## src/ufi_pkg.sv

```systemverilog
package ufi_pkg;

    // Register offsets on the three-bit address port.
    localparam logic [2:0] ADDR_DATA = 3'h0;
    localparam logic [2:0] ADDR_IEN  = 3'h1;
    localparam logic [2:0] ADDR_IDFC = 3'h2;
    localparam logic [2:0] ADDR_LSTS = 3'h5;
    localparam logic [2:0] ADDR_MSTS = 3'h6;

    // FIFO control fields.
    localparam int FC_EN    = 0;
    localparam int FC_RXCLR = 1;
    localparam int FC_TXCLR = 2;
    localparam int FC_DMA   = 3;
    localparam int FC_TRIG  = 6;

    // Interrupt enable fields.
    localparam int IE_RDA = 0;
    localparam int IE_THE = 1;
    localparam int IE_RLS = 2;
    localparam int IE_MS  = 3;

    // Reset values.
    localparam logic [3:0] IEN_RST  = 4'h0;
    localparam logic [1:0] TRIG_RST = 2'h0;

    // Identification codes in bits 3:0.
    localparam logic [3:0] ID_NONE = 4'h1;
    localparam logic [3:0] ID_RLS  = 4'h6;
    localparam logic [3:0] ID_RDA  = 4'h4;
    localparam logic [3:0] ID_TOUT = 4'hC;
    localparam logic [3:0] ID_THE  = 4'h2;
    localparam logic [3:0] ID_MS   = 4'h0;

    // Receive trigger levels in bytes.
    localparam logic [4:0] TRIG_L0 = 5'h01;
    localparam logic [4:0] TRIG_L1 = 5'h04;
    localparam logic [4:0] TRIG_L2 = 5'h08;
    localparam logic [4:0] TRIG_L3 = 5'h0E;

    // Time-out length in character times, and the FIFO depth.
    localparam logic [2:0] TOUT_CHARS = 3'h4;
    localparam int         FIFO_DEPTH = 16;

endpackage : ufi_pkg
```

## src/ufi_fifo_if.sv

```systemverilog
`timescale 1ns/1ps
`default_nettype none
interface ufi_fifo_if #(
    parameter int W = 8,
    parameter int D = 16
);
    localparam int CW = $clog2(D + 1);
    logic          in_valid;
    logic          in_ready;
    logic [W-1:0]  in_data;
    logic          out_valid;
    logic          out_ready;
    logic [W-1:0]  out_data;
    logic          flush;
    logic [CW-1:0] count;

    modport fifo (input in_valid, in_data, out_ready, flush,
                  output in_ready, out_valid, out_data, count);
    modport user (output in_valid, in_data, out_ready, flush,
                  input in_ready, out_valid, out_data, count);
endinterface : ufi_fifo_if
`default_nettype wire

```

## src/ufi_ctrl.sv

```systemverilog
// Notes on behaviour
// - Control writes and identification reads share one address.
// - Bit 0 enables FIFOs, gates other bits, and any change flushes both.
// - Bit 1 flushes the receive FIFO only; it never stores.
// - Bit 2 flushes the transmit FIFO only; it never stores.
// - Bit 3 selects DMA signalling mode 1 while FIFOs are enabled.
// - Bits 7:6 pick trigger 1, 4, 8 or 14; bits 5:4 reserved.
// - Data-available and its code follow fill against trigger level.
// - Line status code 06 outranks data-available code 04.
// - Data ready reads one while the receive FIFO holds anything.
// - Time-out when data waits over four character times without traffic.
// - Time-out counts character ticks from the receive clock logic.
// - A data read clears an active time-out and its timer.
// - Without time-out, a new character or a read restarts the timer.
// - Transmit-empty raised on empty FIFO; cleared by data write or an ID read returning code 02.
// - In FIFO mode, transmit-empty delayed one character unless two bytes were queued.
// - Cleared enables give polled mode; FIFOs keep buffering.
// - Enable bits 0 to 3 gate four sources; bits 7:4 read zero.
// - Priority: line status, data or time-out, transmit empty, modem.
// - ID bit 0 low while pending; bits 2:1 give top source.
// - ID bit 3 marks time-out in FIFO mode, zero otherwise.
// - ID bits 7:6 copy FIFO enable; bits 5:4 read zero.
// - Modem changes raise lowest priority, cleared by modem status read.
// - Line status read clears errors; data read clears time-out, and data-available once fill drops below trigger.
// - Overrun, parity, framing or break raises line status interrupt.
`timescale 1ns/1ps
`default_nettype none
module ufi_ctrl #(
    parameter int DEPTH = ufi_pkg::FIFO_DEPTH
) (
    // Clock and reset.
    input  wire logic       clk_i,
    input  wire logic       rst_b_i,
    // Host register bus pins.
    input  wire logic       cs_b_i,
    input  wire logic       rd_b_i,
    input  wire logic       wr_b_i,
    input  wire logic [2:0] addr_i,
    input  wire logic [7:0] data_i,
    output var  logic [7:0] data_o,
    output var  logic       data_oe_o,
    // Divisor latch access bit from line control.
    input  wire logic       dlab_i,
    // Receiver side.
    input  wire logic       rx_valid_i,
    input  wire logic [7:0] rx_data_i,
    output var  logic       rx_ready_o,
    input  wire logic [3:0] line_err_i,
    input  wire logic       char_tick_i,
    // Transmitter side.
    output var  logic       tx_valid_o,
    output var  logic [7:0] tx_data_o,
    input  wire logic       tx_ready_i,
    input  wire logic       tsr_empty_i,
    // Modem status inputs.
    input  wire logic [3:0] ms_delta_i,
    input  wire logic [3:0] ms_lines_i,
    // Interrupt and DMA signalling.
    output var  logic       interrupt_output_o,
    output var  logic       receive_ready_out_b_o,
    output var  logic       transmit_ready_out_b_o
);
    import ufi_pkg::*;

    localparam int CW = $clog2(DEPTH + 1);

    ufi_fifo_if #(.W(8), .D(DEPTH)) rxf ();
    ufi_fifo_if #(.W(8), .D(DEPTH)) txf ();

    logic [13:0] sync1_q, sync2_q;
    logic        rd_prev_q, wr_prev_q;
    logic [2:0]  rd_addr_q, wr_addr_q;
    logic [7:0]  wr_data_q;
    logic        rd_dlab_q;
    logic [3:0]  rd_id_q;
    logic        fifo_en_q, dma_mode_q;
    logic [1:0]  trig_q;
    logic [3:0]  ien_q;
    logic [3:0]  err_q, delta_q;
    logic        tout_q;
    logic [2:0]  tcnt_q;
    logic        transmit_holding_empty_q, arm_q, two_q, first_q, tx_empty_prev_q;
    logic        rx_dma_act_q;

    logic       cs_s, rd_s, wr_s, dlab_s;
    logic [2:0] addr_s;
    logic [7:0] din_s;
    logic       rd_act, wr_act, rd_start, rd_end, wr_end;
    logic       fc_wr, rbr_pop, thr_push, lsr_rd, msr_rd, iir_rd;
    logic       toggle, rx_flush, tx_flush;
    logic       rx_any, tx_empty, trig_hit;
    logic       ls_int, rd_int, to_int, th_int, ms_int;
    logic [3:0] id_now;
    logic [7:0] lsr_val, iir_val, rd_val;

    // Byte count selected by the trigger field.
    function automatic logic [CW-1:0] trig_bytes(input logic [1:0] sel);
        logic [4:0] b;
        b = TRIG_L0;
        unique case (sel)
            2'h0: b = TRIG_L0;
            2'h1: b = TRIG_L1;
            2'h2: b = TRIG_L2;
            2'h3: b = TRIG_L3;
        endcase
        return CW'(b);
    endfunction : trig_bytes

    // Bus pins pass two flip-flops before use.
    always_ff @(posedge clk_i or negedge rst_b_i) begin
        if (!rst_b_i) begin
            sync1_q <= 14'h3FFF;
            sync2_q <= 14'h3FFF;
        end else begin
            sync1_q <= {cs_b_i, rd_b_i, wr_b_i, addr_i, data_i};
            sync2_q <= sync1_q;
        end
    end

    assign cs_s   = ~sync2_q[13];
    assign rd_s   = ~sync2_q[12];
    assign wr_s   = ~sync2_q[11];
    assign addr_s = sync2_q[10:8];
    assign din_s  = sync2_q[7:0];
    assign dlab_s = dlab_i;

    // Access phases: read data is taken at the start, side effects at the end.
    assign rd_act   = cs_s & rd_s;
    assign wr_act   = cs_s & wr_s;
    assign rd_start = rd_act & ~rd_prev_q;
    assign rd_end   = ~rd_act & rd_prev_q;
    assign wr_end   = ~wr_act & wr_prev_q;

    // Decoded strobes for each register effect.
    assign fc_wr    = wr_end & (wr_addr_q == ADDR_IDFC) & ~dlab_s;
    assign thr_push = wr_end & (wr_addr_q == ADDR_DATA) & ~dlab_s;
    assign rbr_pop  = rd_end & (rd_addr_q == ADDR_DATA) & ~rd_dlab_q & rxf.out_valid;
    assign iir_rd   = rd_end & (rd_addr_q == ADDR_IDFC) & ~rd_dlab_q;
    assign lsr_rd   = rd_end & (rd_addr_q == ADDR_LSTS);
    assign msr_rd   = rd_end & (rd_addr_q == ADDR_MSTS);

    // Latch address and data of the access in progress.
    always_ff @(posedge clk_i or negedge rst_b_i) begin
        if (!rst_b_i) begin
            rd_prev_q <= 1'b0;
            wr_prev_q <= 1'b0;
            rd_addr_q <= 3'h0;
            wr_addr_q <= 3'h0;
            wr_data_q <= 8'h00;
            rd_dlab_q <= 1'b0;
            rd_id_q   <= ID_NONE;
        end else begin
            rd_prev_q <= rd_act;
            wr_prev_q <= wr_act;
            if (wr_act) begin
                wr_addr_q <= addr_s;
                wr_data_q <= din_s;
            end
            if (rd_start) begin
                rd_addr_q <= addr_s;
                rd_dlab_q <= dlab_s;
                rd_id_q   <= id_now;
            end
        end
    end

    // Enable changes flush both queues; bits 1 and 2 act as pulses.
    assign toggle   = fc_wr & (wr_data_q[FC_EN] != fifo_en_q);
    assign rx_flush = toggle | (fc_wr & wr_data_q[FC_EN] & wr_data_q[FC_RXCLR]);
    assign tx_flush = toggle | (fc_wr & wr_data_q[FC_EN] & wr_data_q[FC_TXCLR]);

    // FIFO control fields take effect only with bit 0 written as one.
    always_ff @(posedge clk_i or negedge rst_b_i) begin
        if (!rst_b_i) begin
            fifo_en_q  <= 1'b0;
            dma_mode_q <= 1'b0;
            trig_q     <= TRIG_RST;
        end else if (fc_wr) begin
            fifo_en_q <= wr_data_q[FC_EN];
            if (wr_data_q[FC_EN]) begin
                dma_mode_q <= wr_data_q[FC_DMA];
                trig_q     <= wr_data_q[FC_TRIG +: 2];
            end
        end
    end

    // Interrupt enable register; upper bits are not stored.
    always_ff @(posedge clk_i or negedge rst_b_i) begin
        if (!rst_b_i) begin
            ien_q <= IEN_RST;
        end else if (wr_end && wr_addr_q == ADDR_IEN && !dlab_s) begin
            ien_q <= wr_data_q[3:0];
        end
    end

    // Receive queue; without FIFOs it holds a single character.
    assign rxf.in_valid  = rx_valid_i & (fifo_en_q | (rxf.count == '0));
    assign rxf.in_data   = rx_data_i;
    assign rxf.out_ready = rbr_pop;
    assign rxf.flush     = rx_flush;
    assign rx_ready_o    = rxf.in_ready;

    ufi_fifo #(.W(8), .D(DEPTH)) u_rx_fifo (
        .clk_i   (clk_i),
        .rst_b_i (rst_b_i),
        .f       (rxf)
    );

    // Transmit queue; without FIFOs it holds a single character.
    assign txf.in_valid  = thr_push & (fifo_en_q | (txf.count == '0));
    assign txf.in_data   = wr_data_q;
    assign txf.out_ready = tx_ready_i;
    assign txf.flush     = tx_flush;
    assign tx_valid_o    = txf.out_valid;
    assign tx_data_o     = txf.out_data;

    ufi_fifo #(.W(8), .D(DEPTH)) u_tx_fifo (
        .clk_i   (clk_i),
        .rst_b_i (rst_b_i),
        .f       (txf)
    );

    // Fill level conditions.
    assign rx_any   = (rxf.count != '0);
    assign tx_empty = (txf.count == '0);
    assign trig_hit = fifo_en_q ? (rxf.count >= trig_bytes(trig_q)) : rx_any;

    // Sticky line errors; a new error wins over a same-cycle read.
    always_ff @(posedge clk_i or negedge rst_b_i) begin
        if (!rst_b_i) begin
            err_q <= 4'h0;
        end else begin
            err_q <= (lsr_rd ? 4'h0 : err_q) | line_err_i;
        end
    end

    // Sticky modem deltas cleared by a modem status read.
    always_ff @(posedge clk_i or negedge rst_b_i) begin
        if (!rst_b_i) begin
            delta_q <= 4'h0;
        end else begin
            delta_q <= (msr_rd ? 4'h0 : delta_q) | ms_delta_i;
        end
    end

    // Time-out timer counts character ticks since the last push or pop.
    always_ff @(posedge clk_i or negedge rst_b_i) begin
        if (!rst_b_i) begin
            tcnt_q <= 3'h0;
            tout_q <= 1'b0;
        end else if (!rx_any || rx_flush) begin
            tcnt_q <= 3'h0;
            tout_q <= 1'b0;
        end else if (rbr_pop || (rxf.in_valid && rxf.in_ready)) begin
            tcnt_q <= 3'h0;
            tout_q <= 1'b0;
        end else if (char_tick_i && !tout_q) begin
            // The first tick may close a partial character, so one extra is needed.
            if (tcnt_q == TOUT_CHARS) begin
                tout_q <= 1'b1;
            end else begin
                tcnt_q <= tcnt_q + 3'h1;
            end
        end
    end

    // Transmit-empty source with its optional one-character delay.
    always_ff @(posedge clk_i or negedge rst_b_i) begin
        if (!rst_b_i) begin
            transmit_holding_empty_q          <= 1'b0;
            arm_q           <= 1'b0;
            two_q           <= 1'b0;
            first_q         <= 1'b1;
            tx_empty_prev_q <= 1'b1;
        end else begin
            tx_empty_prev_q <= tx_empty;
            if (txf.count >= CW'(2)) begin
                two_q <= 1'b1;
            end else if (tx_empty && !tx_empty_prev_q) begin
                two_q <= 1'b0;
            end
            if (toggle) begin
                first_q <= 1'b1;
            end else if (transmit_holding_empty_q) begin
                first_q <= 1'b0;
            end
            if (tx_empty && !tx_empty_prev_q && fifo_en_q && !two_q && !first_q) begin
                arm_q <= 1'b1;
            end else if (!tx_empty || transmit_holding_empty_q) begin
                arm_q <= 1'b0;
            end
            if (tx_empty && ((!tx_empty_prev_q && (!fifo_en_q || two_q))
                    || first_q || (arm_q && char_tick_i))) begin
                transmit_holding_empty_q <= 1'b1;
            end else if (thr_push || (iir_rd && rd_id_q == ID_THE)) begin
                transmit_holding_empty_q <= 1'b0;
            end
        end
    end

    // Enabled sources; cleared enables leave the queues running.
    assign ls_int = ien_q[IE_RLS] & (err_q != 4'h0);
    assign rd_int = ien_q[IE_RDA] & trig_hit;
    assign to_int = ien_q[IE_RDA] & fifo_en_q & tout_q;
    assign th_int = ien_q[IE_THE] & transmit_holding_empty_q;
    assign ms_int = ien_q[IE_MS] & (delta_q != 4'h0);

    // Highest pending source wins the identification code.
    always_comb begin
        if (ls_int) begin
            id_now = ID_RLS;
        end else if (rd_int) begin
            id_now = ID_RDA;
        end else if (to_int) begin
            id_now = ID_TOUT;
        end else if (th_int) begin
            id_now = ID_THE;
        end else if (ms_int) begin
            id_now = ID_MS;
        end else begin
            id_now = ID_NONE;
        end
    end

    // Identification and line status read values.
    assign iir_val = {{2{fifo_en_q}}, 2'b00, id_now};
    assign lsr_val = {fifo_en_q & (err_q[3:1] != 3'h0), tx_empty & tsr_empty_i,
                      tx_empty, err_q, rx_any};

    // Read multiplexer at the start of a read.
    always_comb begin
        unique case (addr_s)
            ADDR_DATA: rd_val = dlab_s ? 8'h00 : rxf.out_data;
            ADDR_IEN:  rd_val = dlab_s ? 8'h00 : {4'h0, ien_q};
            ADDR_IDFC: rd_val = dlab_s ? 8'h00 : iir_val;
            ADDR_LSTS: rd_val = lsr_val;
            ADDR_MSTS: rd_val = {ms_lines_i, delta_q};
            default:   rd_val = 8'h00;
        endcase
    end

    // Data bus drive follows the synchronised read strobe.
    always_ff @(posedge clk_i or negedge rst_b_i) begin
        if (!rst_b_i) begin
            data_o    <= 8'h00;
            data_oe_o <= 1'b0;
        end else begin
            data_oe_o <= rd_act;
            if (rd_start) begin
                data_o <= rd_val;
            end
        end
    end

    // Interrupt line is high whenever any enabled source is pending.
    always_ff @(posedge clk_i or negedge rst_b_i) begin
        if (!rst_b_i) begin
            interrupt_output_o <= 1'b0;
        end else begin
            interrupt_output_o <= ls_int | rd_int | to_int | th_int | ms_int;
        end
    end

    // Mode 1 receive request holds from trigger or time-out until empty.
    always_ff @(posedge clk_i or negedge rst_b_i) begin
        if (!rst_b_i) begin
            rx_dma_act_q <= 1'b0;
        end else if (!rx_any) begin
            rx_dma_act_q <= 1'b0;
        end else if (trig_hit || tout_q) begin
            rx_dma_act_q <= 1'b1;
        end
    end

    // DMA outputs are active low; mode 1 needs FIFOs enabled.
    always_ff @(posedge clk_i or negedge rst_b_i) begin
        if (!rst_b_i) begin
            receive_ready_out_b_o  <= 1'b1;
            transmit_ready_out_b_o <= 1'b0;
        end else if (fifo_en_q && dma_mode_q) begin
            receive_ready_out_b_o  <= ~rx_dma_act_q;
            transmit_ready_out_b_o <= ~txf.in_ready;
        end else begin
            receive_ready_out_b_o  <= ~rx_any;
            transmit_ready_out_b_o <= ~tx_empty;
        end
    end

endmodule : ufi_ctrl
`default_nettype wire

```

## src/ufi_fifo.sv

```systemverilog
`timescale 1ns/1ps
`default_nettype none
module ufi_fifo #(
    parameter int W = 8,
    parameter int D = 16
) (
    // Clock and reset.
    input wire logic clk_i,
    input wire logic rst_b_i,
    // Queue ports.
    ufi_fifo_if.fifo f
);
    localparam int AW = $clog2(D);
    localparam int CW = $clog2(D + 1);

    logic [W-1:0]  mem [D];
    logic [AW-1:0] wr_q, rd_q, rd_d;
    logic [CW-1:0] cnt_q, cnt_d;
    logic          push, pop;

    function automatic logic [AW-1:0] nxt(input logic [AW-1:0] p);
        return (p == AW'(D - 1)) ? '0 : p + 1'b1;
    endfunction : nxt

    // Accepted transfers on each side.
    assign push = f.in_valid & f.in_ready;
    assign pop  = f.out_valid & f.out_ready;
    assign rd_d = pop ? nxt(rd_q) : rd_q;

    // Next fill count.
    always_comb begin
        cnt_d = cnt_q;
        if (push & ~pop) begin
            cnt_d = cnt_q + 1'b1;
        end else if (pop & ~push) begin
            cnt_d = cnt_q - 1'b1;
        end
    end

    // Storage is written only on an accepted push.
    always_ff @(posedge clk_i) begin
        if (push) begin
            mem[wr_q] <= f.in_data;
        end
    end

    // Pointers, count and registered flags; flush empties everything.
    always_ff @(posedge clk_i or negedge rst_b_i) begin
        if (!rst_b_i) begin
            wr_q        <= '0;
            rd_q        <= '0;
            cnt_q       <= '0;
            f.in_ready  <= 1'b0;
            f.out_valid <= 1'b0;
        end else if (f.flush) begin
            wr_q        <= '0;
            rd_q        <= '0;
            cnt_q       <= '0;
            f.in_ready  <= 1'b1;
            f.out_valid <= 1'b0;
        end else begin
            wr_q        <= push ? nxt(wr_q) : wr_q;
            rd_q        <= rd_d;
            cnt_q       <= cnt_d;
            f.in_ready  <= (cnt_d != CW'(D));
            f.out_valid <= (cnt_d != '0);
        end
    end

    // Head word is registered; a push into an empty head bypasses memory.
    always_ff @(posedge clk_i or negedge rst_b_i) begin
        if (!rst_b_i) begin
            f.out_data <= '0;
        end else if (push && wr_q == rd_d) begin
            f.out_data <= f.in_data;
        end else begin
            f.out_data <= mem[rd_d];
        end
    end

    assign f.count = cnt_q;

endmodule : ufi_fifo
`default_nettype wire

```

## config.mk

```make
export PLATFORM = sky130hd
export DESIGN_NAME = ufi_ctrl
export DESIGN_NICKNAME = d
export VERILOG_FILES = /design/src/ufi_pkg.sv /design/src/ufi_fifo_if.sv /design/src/ufi_ctrl.sv /design/src/ufi_fifo.sv
export SDC_FILE = /design/constraint.sdc
export NUM_CORES = 1
export LEC_CHECK = 0
export BUFFER_PORTS_ARGS = -buffer_cell sky130_fd_sc_hd__clkbuf_2
export CORE_UTILIZATION = 55
export DETAILED_ROUTE_END_ITERATION = 8
export PLACE_DENSITY_LB_ADDON = 0.3
export SLEW_MARGIN = 20
export SYNTH_ARGS = -nofsm -noshare
export SYNTH_HDL_FRONTEND = slang
export SYNTH_HIERARCHICAL = 1
export SYNTH_SLANG_ARGS = --single-unit
```

## constraint.sdc

```tcl
create_clock -name clk_i -period 4.5 [get_ports clk_i]
set_clock_uncertainty 0.15 [all_clocks]
set_input_delay 0 -clock clk_i [delete_from_list [all_inputs] [get_ports clk_i]]
set_output_delay 0 -clock clk_i [all_outputs]
set_load 0.01 [all_outputs]
```

---- Word level (Yosys, flattened, before mapping) ----
Memory sizes are Yosys's and may differ from the RTL's. A register that Yosys moved wholly into a read port is not among the register bits.
Index checks and enable logic that the tools add are counted.
word-level totals
  bits in registers ....................... 116
  bits in writable memories ............... 256
  input bits .............................. 41
  output and inout port bits .............. 22
  logic and storage cells ................. 250
  memories kept ........................... 2
operators by class
  add/sub/neg operators ................... 9
  $lt $le $gt $ge ......................... 2
  eq/ne operators ......................... 23
  multiplexer cells ....................... 59
  bitwise operators ....................... 64
  reduce and logical (&&, ||, !) cells .... 54
memories
  memory         words  bits a word  rd ports  clocked after Yosys merged registers in  write ports  line            RTL
  u_rx_fifo.mem  16     8            1         1                                        1            ufi_fifo.sv:16  logic [W-1:0] mem [D];
  u_tx_fifo.mem  16     8            1         1                                        1            ufi_fifo.sv:16
operators by type and width
  cell                                              count
  two-way mux 4 bit                                 18
  case mux 8 bit (5 select lines)                   1
  bitwise AND 1 bit                                 38
  two-way mux 5 bit                                 6
  two-way mux 1 bit                                 26
  case mux 5 bit (4 select lines)                   1
  adder 4 x 1 -> 4 bit, second input constant       4
  == test 4 bit, second input constant              4
  two-way mux 8 bit                                 2
  NOT 1 bit                                         16
  == test 3 bit, second input constant              5
  nonzero test 5 bit                                3
  logical AND 1 bit                                 13
  two-way mux 3 bit                                 4
  nonzero test 2 bit                                6
  adder 5 x 1 -> 5 bit, second input constant       2
  logical NOT 1 bit                                 10
  logical NOT 5 bit                                 2
  != test 5 bit, second input constant              2
  subtractor 5 x 1 -> 5 bit, second input constant  2
  == test 3 x 2 -> 1 bit, second input constant     3
  logical NOT 3 bit                                 3
  nonzero test 3 bit                                3
  logical OR 1 bit                                  8
  other kinds (16)                                  29

---- Logic depth before layout (Yosys ltp) ----
Gate-level depths: netlist of the first run.
  word-level depth ........................ 14
  mapped depth ............................ 12
  mapped depth without buffers ............ 10

---- Modules after synthesis ----
Netlist of the first run, hierarchy kept.
modules (own cells, without submodules)
  module    instances  cells each  area each (µm²)  seq. area each (µm²)
  ufi_fifo  2          698         7663.6           4419.2
  ufi_ctrl  1          293         3572.2           2192.1

---- Least setup slack after synthesis of the first run ----
Ideal clock, no wire load.
  path type ............................... register -> register
  from .................................... reg sync2_q[13]
  to ...................................... reg u_rx_fifo.f.out_data[0] (read register of u_rx_fifo.mem)
  library setup time ...................... 82 ps
  data arrival time ....................... 3169 ps
  required time ........................... 4268 ps
  path slack .............................. 1099 ps
  cell stages (with the launch flop) ...... 13
  path buffers ............................ 3
  clock period less this slack ............ 3401 ps
  cell sequence ........................... dfstp_2 > o21ai_1 > or4_1 > nor3b_1 > and2_1 > clkbuf_1 > a21oi_2 > or2_1 > buf_4 > xnor2_2 > or3_1 > clkbuf_1 > a31oi_1
between the ends
  longest elaborated chain between the ends .. 9
ends and longest elaborated chain
  element                         line               RTL
  start, declared                 ufi_ctrl.sv:70     logic [13:0] sync1_q, sync2_q;
  start signal, assigned          ufi_ctrl.sv:116    sync2_q <= sync1_q;
  NOT 1 bit                       ufi_ctrl.sv:120    assign cs_s = ~sync2_q[13];
  bitwise AND 1 bit               ufi_ctrl.sv:128    assign rd_act = cs_s & rd_s;
  NOT 1 bit                       ufi_ctrl.sv:131    assign rd_end = ~rd_act & rd_prev_q;
  bitwise AND 1 bit               ufi_ctrl.sv:131
  bitwise AND 1 bit (3 in a row)  ufi_ctrl.sv:137    assign rbr_pop = rd_end & (rd_addr_q == ADDR_DATA) & ~rd_dlab_q & rxf.out_valid;
  net rbr_pop                     ufi_ctrl.sv:89     logic fc_wr, rbr_pop, thr_push, lsr_rd, msr_rd, iir_rd;
  bitwise AND 1 bit               ufi_fifo.sv:27     assign pop = f.out_valid & f.out_ready;
  two-way mux 4 bit               ufi_fifo.sv:28     assign rd_d = pop ? nxt(rd_q) : rd_q;
  end, declared                   ufi_fifo_if.sv:18  output in_ready, out_valid, out_data, count);
The timed path passes the listed nets, and every way through them passes these cells.
A chain may end at the register's enable or synchronous reset.

---- Worst setup path after layout of the first run ----
  from .................................... reg sync2_q[13]
  to ...................................... reg u_rx_fifo.f.out_data[1] (read register of u_rx_fifo.mem)
The elaborated chain is that of the path after synthesis.

==> flow_summary.toml, run 1 <==
[die]
core_area_um2 = 33700
placementRows = 67
dieArea_um2 = 35100
design.portCount = 63
floorplan.initialDensity_pct = 56.1
chipHeight_um = 187
chipWidth_um = 187

[detailed_routing]
wl_um = 49500
routed_via_density = 6.55
wire_per_inst_um = 22.1
drt_first_pass_iters = 8
drtAntennaViolNets = 0
num_vias = 14600
drt_iter0_drc = 1488
remaining_drc_errors = 0

[finish]
final_util_pct = 63.6
layout.filler_cells = 2515
drive_gt1_share_pct = 14.1
synthToLayoutAreaGrowth_pct = 13.4
area_used_by_multi_input_combinational_logic_um2 = 7210
fin_nets = 1819
n_antenna_cell = 0
design_area_um2 = 21400
seq_area_um2 = 11000

[cts]
tritoncts.num_buffers = 40
ctsRootBufferMaster = "clkbuf_16"
cts_num_sinks = 388
cts-root-to-sink-buffers = 3
clk-insertion-delay-late_ps = 540
clk_pin_slew_worst_paths_ps = 60
cts-resized-gates = 0
tritoncts = "done"
htree_levels = 2

[sta]
hold_slack_ps = 30.3
final_max_slew_viol_count = 0
fin_crit_ps = 3850
maxSlewHeadroom_pct = 26.6
final.setup.tns_ps = 0
tightestPinTransition_ps = 1100
fin_crit_sh_pct = 85.5
fmaxAchievable_ghz = 0.260
finalHoldViolations = 0
setup_viol = 0
setup_repair_after_global_routing_missed_its_margin = "no"

[logic_synthesis]
syn_area_um2 = 18900
synth_simple_gate_area_share_pct = 19.0
count_of_flip_flops_with_a_built_in_enable_after_synthesis = 256
post_synth_num_cell_types = 75
synth_area_leader_cell = "edfxtp_1"
yosys-top-cells-count = "edfxtp_1, nand2_1, and3_1"
asyncSetResetFlopFracSynth_pct = 34.0
yosys-top-cells-area = "edfxtp_1, dfrtp_1, and3_1"
synth_mux_area_share_pct = 2.61
synthesized_area_fraction_occupied_by_ao_oa_aoi_and_oai_cells_pct = 14.0
yosys_register_bits = 388
yosys.area_share.adder_pct = 1.32
syn-num-nets = 1750
synthXorXnorAreaFrac_pct = 1.15
yosysMostFrequentCell = "edfxtp_1"
dominant_combinational_cell_family_by_area_after_synthesis = "simple AND/OR/NAND/NOR gates"
synth_cells = 1689
warnings_synthesis = 6
mean_instance_size_in_the_synthesized_netlist_um2 = 11.2
top_reg_cell_synth = "edfxtp_1"
synth.top_cell.area_share_pct = 40.7
yosysSeqAreaShare_pct = 58.4

[place]
place.port_buffers = 62
place_area_um2 = 19600
hpwl_um = 30100
final_weighted_congestion_of_routability_driven_global_placement = 0.877

[pwr]
power.density_nw_per_um2 = 558
static-leakage-power_nw = 7.97
finalPower_mw = 12.0
vdd.ir_drop.worst_mv = 0.406

[global_routing]
pin_count_of_the_biggest_net_entering_global_routing = 90
number_of_global_route_vias_before_repair = 14300
grt_overflow_total = 0
grt.total_usage_pct = 28.2
number_of_antenna_violations_at_the_first_check_in_global_routing = 0
wire_length_of_the_first_global_routing_pass_um = 78200

[setup_path]
startpoint_type = "flop"
endpoint_kind = "flop"
worst_ep_arrival_time_ps = 4160
type_of_the_worst_setup_path = "flop to flop"
crit_path_max_fanout = 14
required_ps = 4810

[flow_run]
cap_violations = 0

[worst_hold_path]
worstHoldPathType = "primary input to flop"

[run_status]
status = "finished, final reports clean"
cell type report:
type	count	share of cell area (%)
clock buffer	55	5.22
sequential	388	51.5
inverter	41	0.718
multi-input combinational	1126	33.6
timing repair buffer	161	5.75
clock inverter	17	0.566
tap	448	2.61
flip-flops by register name (all words and copies together) (netlist names), 4 cells and up:
register and flops:
u_tx_fifo/f.count 5, u_rx_fifo/mem 128, u_rx_fifo/wr_q 4, sync1_q 14
delta_q 4, u_tx_fifo/f.out_data 8, data_o 8, u_rx_fifo/rd_q 4
sync2_q 14, ien_q 4, u_tx_fifo/wr_q 4, err_q 4
u_rx_fifo/f.count 5, u_rx_fifo/f.out_data 8, u_tx_fifo/rd_q 4, rd_id_q 4
u_tx_fifo/mem 128, txf.in_data 8
worst max-delay path, stage by stage, from the launching register on:
cell and delay (ps):
dfstp_2 550, o21ai_1 70, or4_1 450, nor3b_2 420
buf_4 290, nand3_1 160, o21ai_1 210, o31a_1 450
xnor2_1 300, or3_1 530, a31oi_1 190
stage by stage:
stage	worst slack (ps)	cells
after floorplan	1100	1689
after global placement	898	2107
after detailed placement	762	2107
after CTS	757	2236
after global routing	421	2236
final	653	2236
worst paths after layout:
kind | start | end | slack (ps) | cells past startpoint
hold reg to reg | sync1_q[11] | sync2_q[11] | 200 | 0
setup / recovery | sync2_q[13] | u_rx_fifo/f.out_data[1] | 650 | 10
hold / removal | ms_delta_i[1] | delta_q[1] | 30 | 3
setup reg to reg | sync2_q[13] | u_rx_fifo/f.out_data[1] | 650 | 10
max in group asynchronous | rst_b_i | receive_ready_out_b_o | 2960 | 4
min in group asynchronous | rst_b_i | transmit_holding_empty_q | 370 | 3
where the power goes:
group	switching (mW)	leakage [nW]	internal, mW	total [mW]
sequential	0.549	3.82	4.29	4.84
clock	1.34	0.606	1.80	3.14
combinational	2.49	3.55	1.49	3.98
total	4.38	7.97	7.58	12.0
what timing repair did:
item | in CTS | in global routing
hold buffers | 57 | 0
setup endpoints to repair | 0 | 0
buffers inserted | 0 | 0
hold endpoints to repair | 262 | 0
kinds of logic (layout without fill, tap and decap cells):
logic type	after synthesis	in the layout
xor gates and xnor gates	23	23
AOI/OAI and AO/OA	387	387
DFF	388	388
and+or+nand+nor	653	653
adders and majority gates	20	20
buffers and inverters	175	274
muxes	43	43
layer usage:
layer  vias to the layer above  wire [µm]  global-route usage, %
met5                         -          0                      0
met4                         0       1290                   8.79
met3                       105       4780                   5.25
met2                       771      22400                   43.7
met1                      7193      21000                   40.6
li1                       6574          -                      -
layout by cell type, fill, tap and decap left out, drive strengths merged, types with 9 or more instances in the layout:
| cell | count |
|---|---|
| o211ai | 16 |
| nand4b | 17 |
| buf | 44 |
| a41oi | 20 |
| o21ai | 116 |
| inv | 40 |
| nand4 | 35 |
| a211oi | 67 |
| o2111a | 14 |
| a311oi | 16 |
| mux2 | 41 |
| nor4b | 17 |
| clkbuf | 116 |
| clkinv | 15 |
| nor4 | 20 |
| xor2 | 11 |
| nor3 | 17 |
| xnor2 | 12 |
| a31oi | 52 |
| dlygate4sd3 | 56 |
| dfrtp | 100 |
| nor2 | 81 |
| nand2 | 199 |
| edfxtp | 256 |
| a21oi | 26 |
| ha | 20 |
| nand3 | 12 |
| and4 | 14 |
| a21o | 9 |
| and3 | 154 |
| dfstp | 32 |
| nand3b | 54 |
No activity file was read; power rests on OpenSTA's default activity.
==> run 2: changes to the inputs <==
ABC_AREA = 1   (was unset)
==> flow_summary.toml, run 2 <==
[global_routing]
pin_count_of_the_biggest_net_entering_global_routing = 65
number_of_global_route_vias_before_repair = 12300
wire_length_of_the_first_global_routing_pass_um = 65600
number_of_antenna_violations_at_the_first_check_in_global_routing = 1
grt_overflow_total = 0
grt.total_usage_pct = 25.6

[logic_synthesis]
asyncSetResetFlopFracSynth_pct = 34.0
count_of_flip_flops_with_a_built_in_enable_after_synthesis = 256
yosysSeqAreaShare_pct = 62.6
syn-num-nets = 1783
warnings_synthesis = 6
yosys.area_share.adder_pct = 1.42
post_synth_num_cell_types = 50
syn_area_um2 = 17600
synth_mux_area_share_pct = 0.320
synthesized_area_fraction_occupied_by_ao_oa_aoi_and_oai_cells_pct = 3.49
synth_simple_gate_area_share_pct = 23.0
synth_cells = 1722
mean_instance_size_in_the_synthesized_netlist_um2 = 10.2
yosysMostFrequentCell = "nand3_1"
yosys-top-cells-count = "nand3_1, nand2_1, inv_1"
synth.top_cell.area_share_pct = 43.6
dominant_combinational_cell_family_by_area_after_synthesis = "simple AND/OR/NAND/NOR gates"
synth_area_leader_cell = "edfxtp_1"
synthXorXnorAreaFrac_pct = 0.995
yosys-top-cells-area = "edfxtp_1, dfrtp_1, nand3_1"
top_reg_cell_synth = "edfxtp_1"
yosys_register_bits = 388

[pwr]
static-leakage-power_nw = 8.79
finalPower_mw = 11.7
vdd.ir_drop.worst_mv = 0.427
power.density_nw_per_um2 = 580

[die]
dieArea_um2 = 32700
chipHeight_um = 181
chipWidth_um = 181
design.portCount = 63
core_area_um2 = 31600
placementRows = 65
floorplan.initialDensity_pct = 55.8

[detailed_routing]
drtAntennaViolNets = 0
wl_um = 41400
drt_first_pass_iters = 5
num_vias = 12500
drt_iter0_drc = 1238
remaining_drc_errors = 0
wire_per_inst_um = 18.3
routed_via_density = 5.54

[cts]
post-cts-setup-buffers = 0
cts_num_sinks = 388
tritoncts = "done"
cts-root-to-sink-buffers = 3
clk-insertion-delay-late_ps = 530
clk_pin_slew_worst_paths_ps = 60
htree_levels = 2
tritoncts.num_buffers = 41
ctsRootBufferMaster = "clkbuf_16"

[setup_path]
startpoint_type = "flop"
critical_path_buf_inv_count = 3
type_of_the_worst_setup_path = "flop to flop"
setup.reg_to_reg.worst_slack_ps = 1210
worst_ep_arrival_time_ps = 3560
required_ps = 4770
crit_path_max_fanout = 35
endpoint_kind = "flop"
cpLargestDelayFamily = "simple AND/OR/NAND/NOR gates"
crit_path_top_delay_cell = "dfstp_2"
critical-path-max-stage-delay_ps = 620
crit_chain = "o21ai_2 -> nor4_1 -> nand3_1 -> inv_1 -> nand2_2 -> inv_4 -> nand2_2 -> nand2_2 -> buf_4 -> nand2_1 -> nand3_1 -> nand3_1 -> nand3_1 -> nand2_1 -> nand2_1 -> nand2_1"

[sta]
tightestPinTransition_ps = 910
fmaxAchievable_ghz = 0.304
layout_setup_ws_ps = 1210
setup_viol = 0
finalHoldViolations = 0
final.setup.tns_ps = 0
setup_repair_after_global_routing_missed_its_margin = "no"
final_max_slew_viol_count = 0
fin_crit_sh_pct = 73.1
fin_crit_ps = 3290
maxSlewHeadroom_pct = 39.2

[place]
place.port_buffers = 62
final_weighted_congestion_of_routability_driven_global_placement = 0.931
worst_slack_at_placement_ps = 1270
hpwl_um = 26000

[finish]
layout.cells.most_common_list = "nand3_1, nand2_1, inv_1, edfxtp_1, dfrtp_1"
layout.cells.most_common = "nand3_1"
top_regs = "u_rx_fifo/mem (128), u_tx_fifo/mem (128)"
fin_nets = 1889
drive_gt1_share_pct = 12.2
synthToLayoutAreaGrowth_pct = 14.2

[run_status]
status = "finished, final reports clean"

[flow_run]
cap_violations = 0

[worst_hold_path]
worstHoldPathType = "primary input to async pin"
==> run 2: worst paths after layout <==
path / start / end / cells after the start
setup / recovery: sync2_q[13] / u_rx_fifo/f.out_data[2] / 16
hold / removal: rst_b_i / sync1_q[10] / 2
setup reg to reg: sync2_q[13] / u_rx_fifo/f.out_data[2] / 16
hold reg to reg: sync1_q[13] / sync2_q[13] / 0
max in group asynchronous: rst_b_i / u_tx_fifo/f.out_data[1] / 3
min in group clk_i: tx_ready_i / u_tx_fifo/f.count[0] / 8
==> run 2: logic make-up after synthesis <==
group                    Yosys count
AND/OR/NAND/NOR                  837
buffers and inverters            358
adder cells (fa/ha/maj)           20
multiplexers                       5
flip-flops                       388
XOR/XNOR                          14
AO/OA/AOI/OAI                    100
==> run 2: layer usage <==
metal / global-route usage (%) / part of all wire [%]
met5: 0 / 0
met4: 7.39 / 2.3
met3: 3.51 / 6.4
met2: 42.9 / 49
met1: 35.0 / 42
==> run 2: metrics by stage <==
| step | hold WS, ps | cell area (µm²) | instances | util (%) |
|---|---|---|---|---|
| 2_1_floorplan | -446 | 17600 | 1722 | - |
| 4_1_cts | 11.0 | 20100 | 2263 | 63.7 |
| 6_report | 19.3 | 20100 | 2264 | 63.7 |
| 3_5_place_dp | -60.9 | 18200 | 2133 | 57.7 |
| 3_3_place_gp | -70.8 | 18200 | 2133 | 57.7 |
| 5_1_grt | 63.8 | 20100 | 2264 | 63.7 |
==> run 2: area by class of cell <==
type | count | area, µm²
Tap cell | 402 | 503
Multi-Input combinational cell | 976 | 5170
Fill cell | 2438 | 11400
Antenna cell | 1 | 2.50
Timing Repair Buffer | 127 | 957
Clock buffer | 54 | 1150
Sequential cell | 388 | 11000
Clock inverter | 22 | 189
Inverter | 294 | 1110
==> run 2: timing repair <==
item                                   in CTS  in global routing
hold buffers                               54                  0
endpoints found under the hold margin     259                  0
gates resized for setup                     0                  0
==> run 2: where the power goes <==
group / total [mW] / internal, mW / switching (mW)
clock network: 3.30 / 1.93 / 1.37
logic: 3.73 / 1.14 / 2.59
registers: 4.63 / 4.26 / 0.367
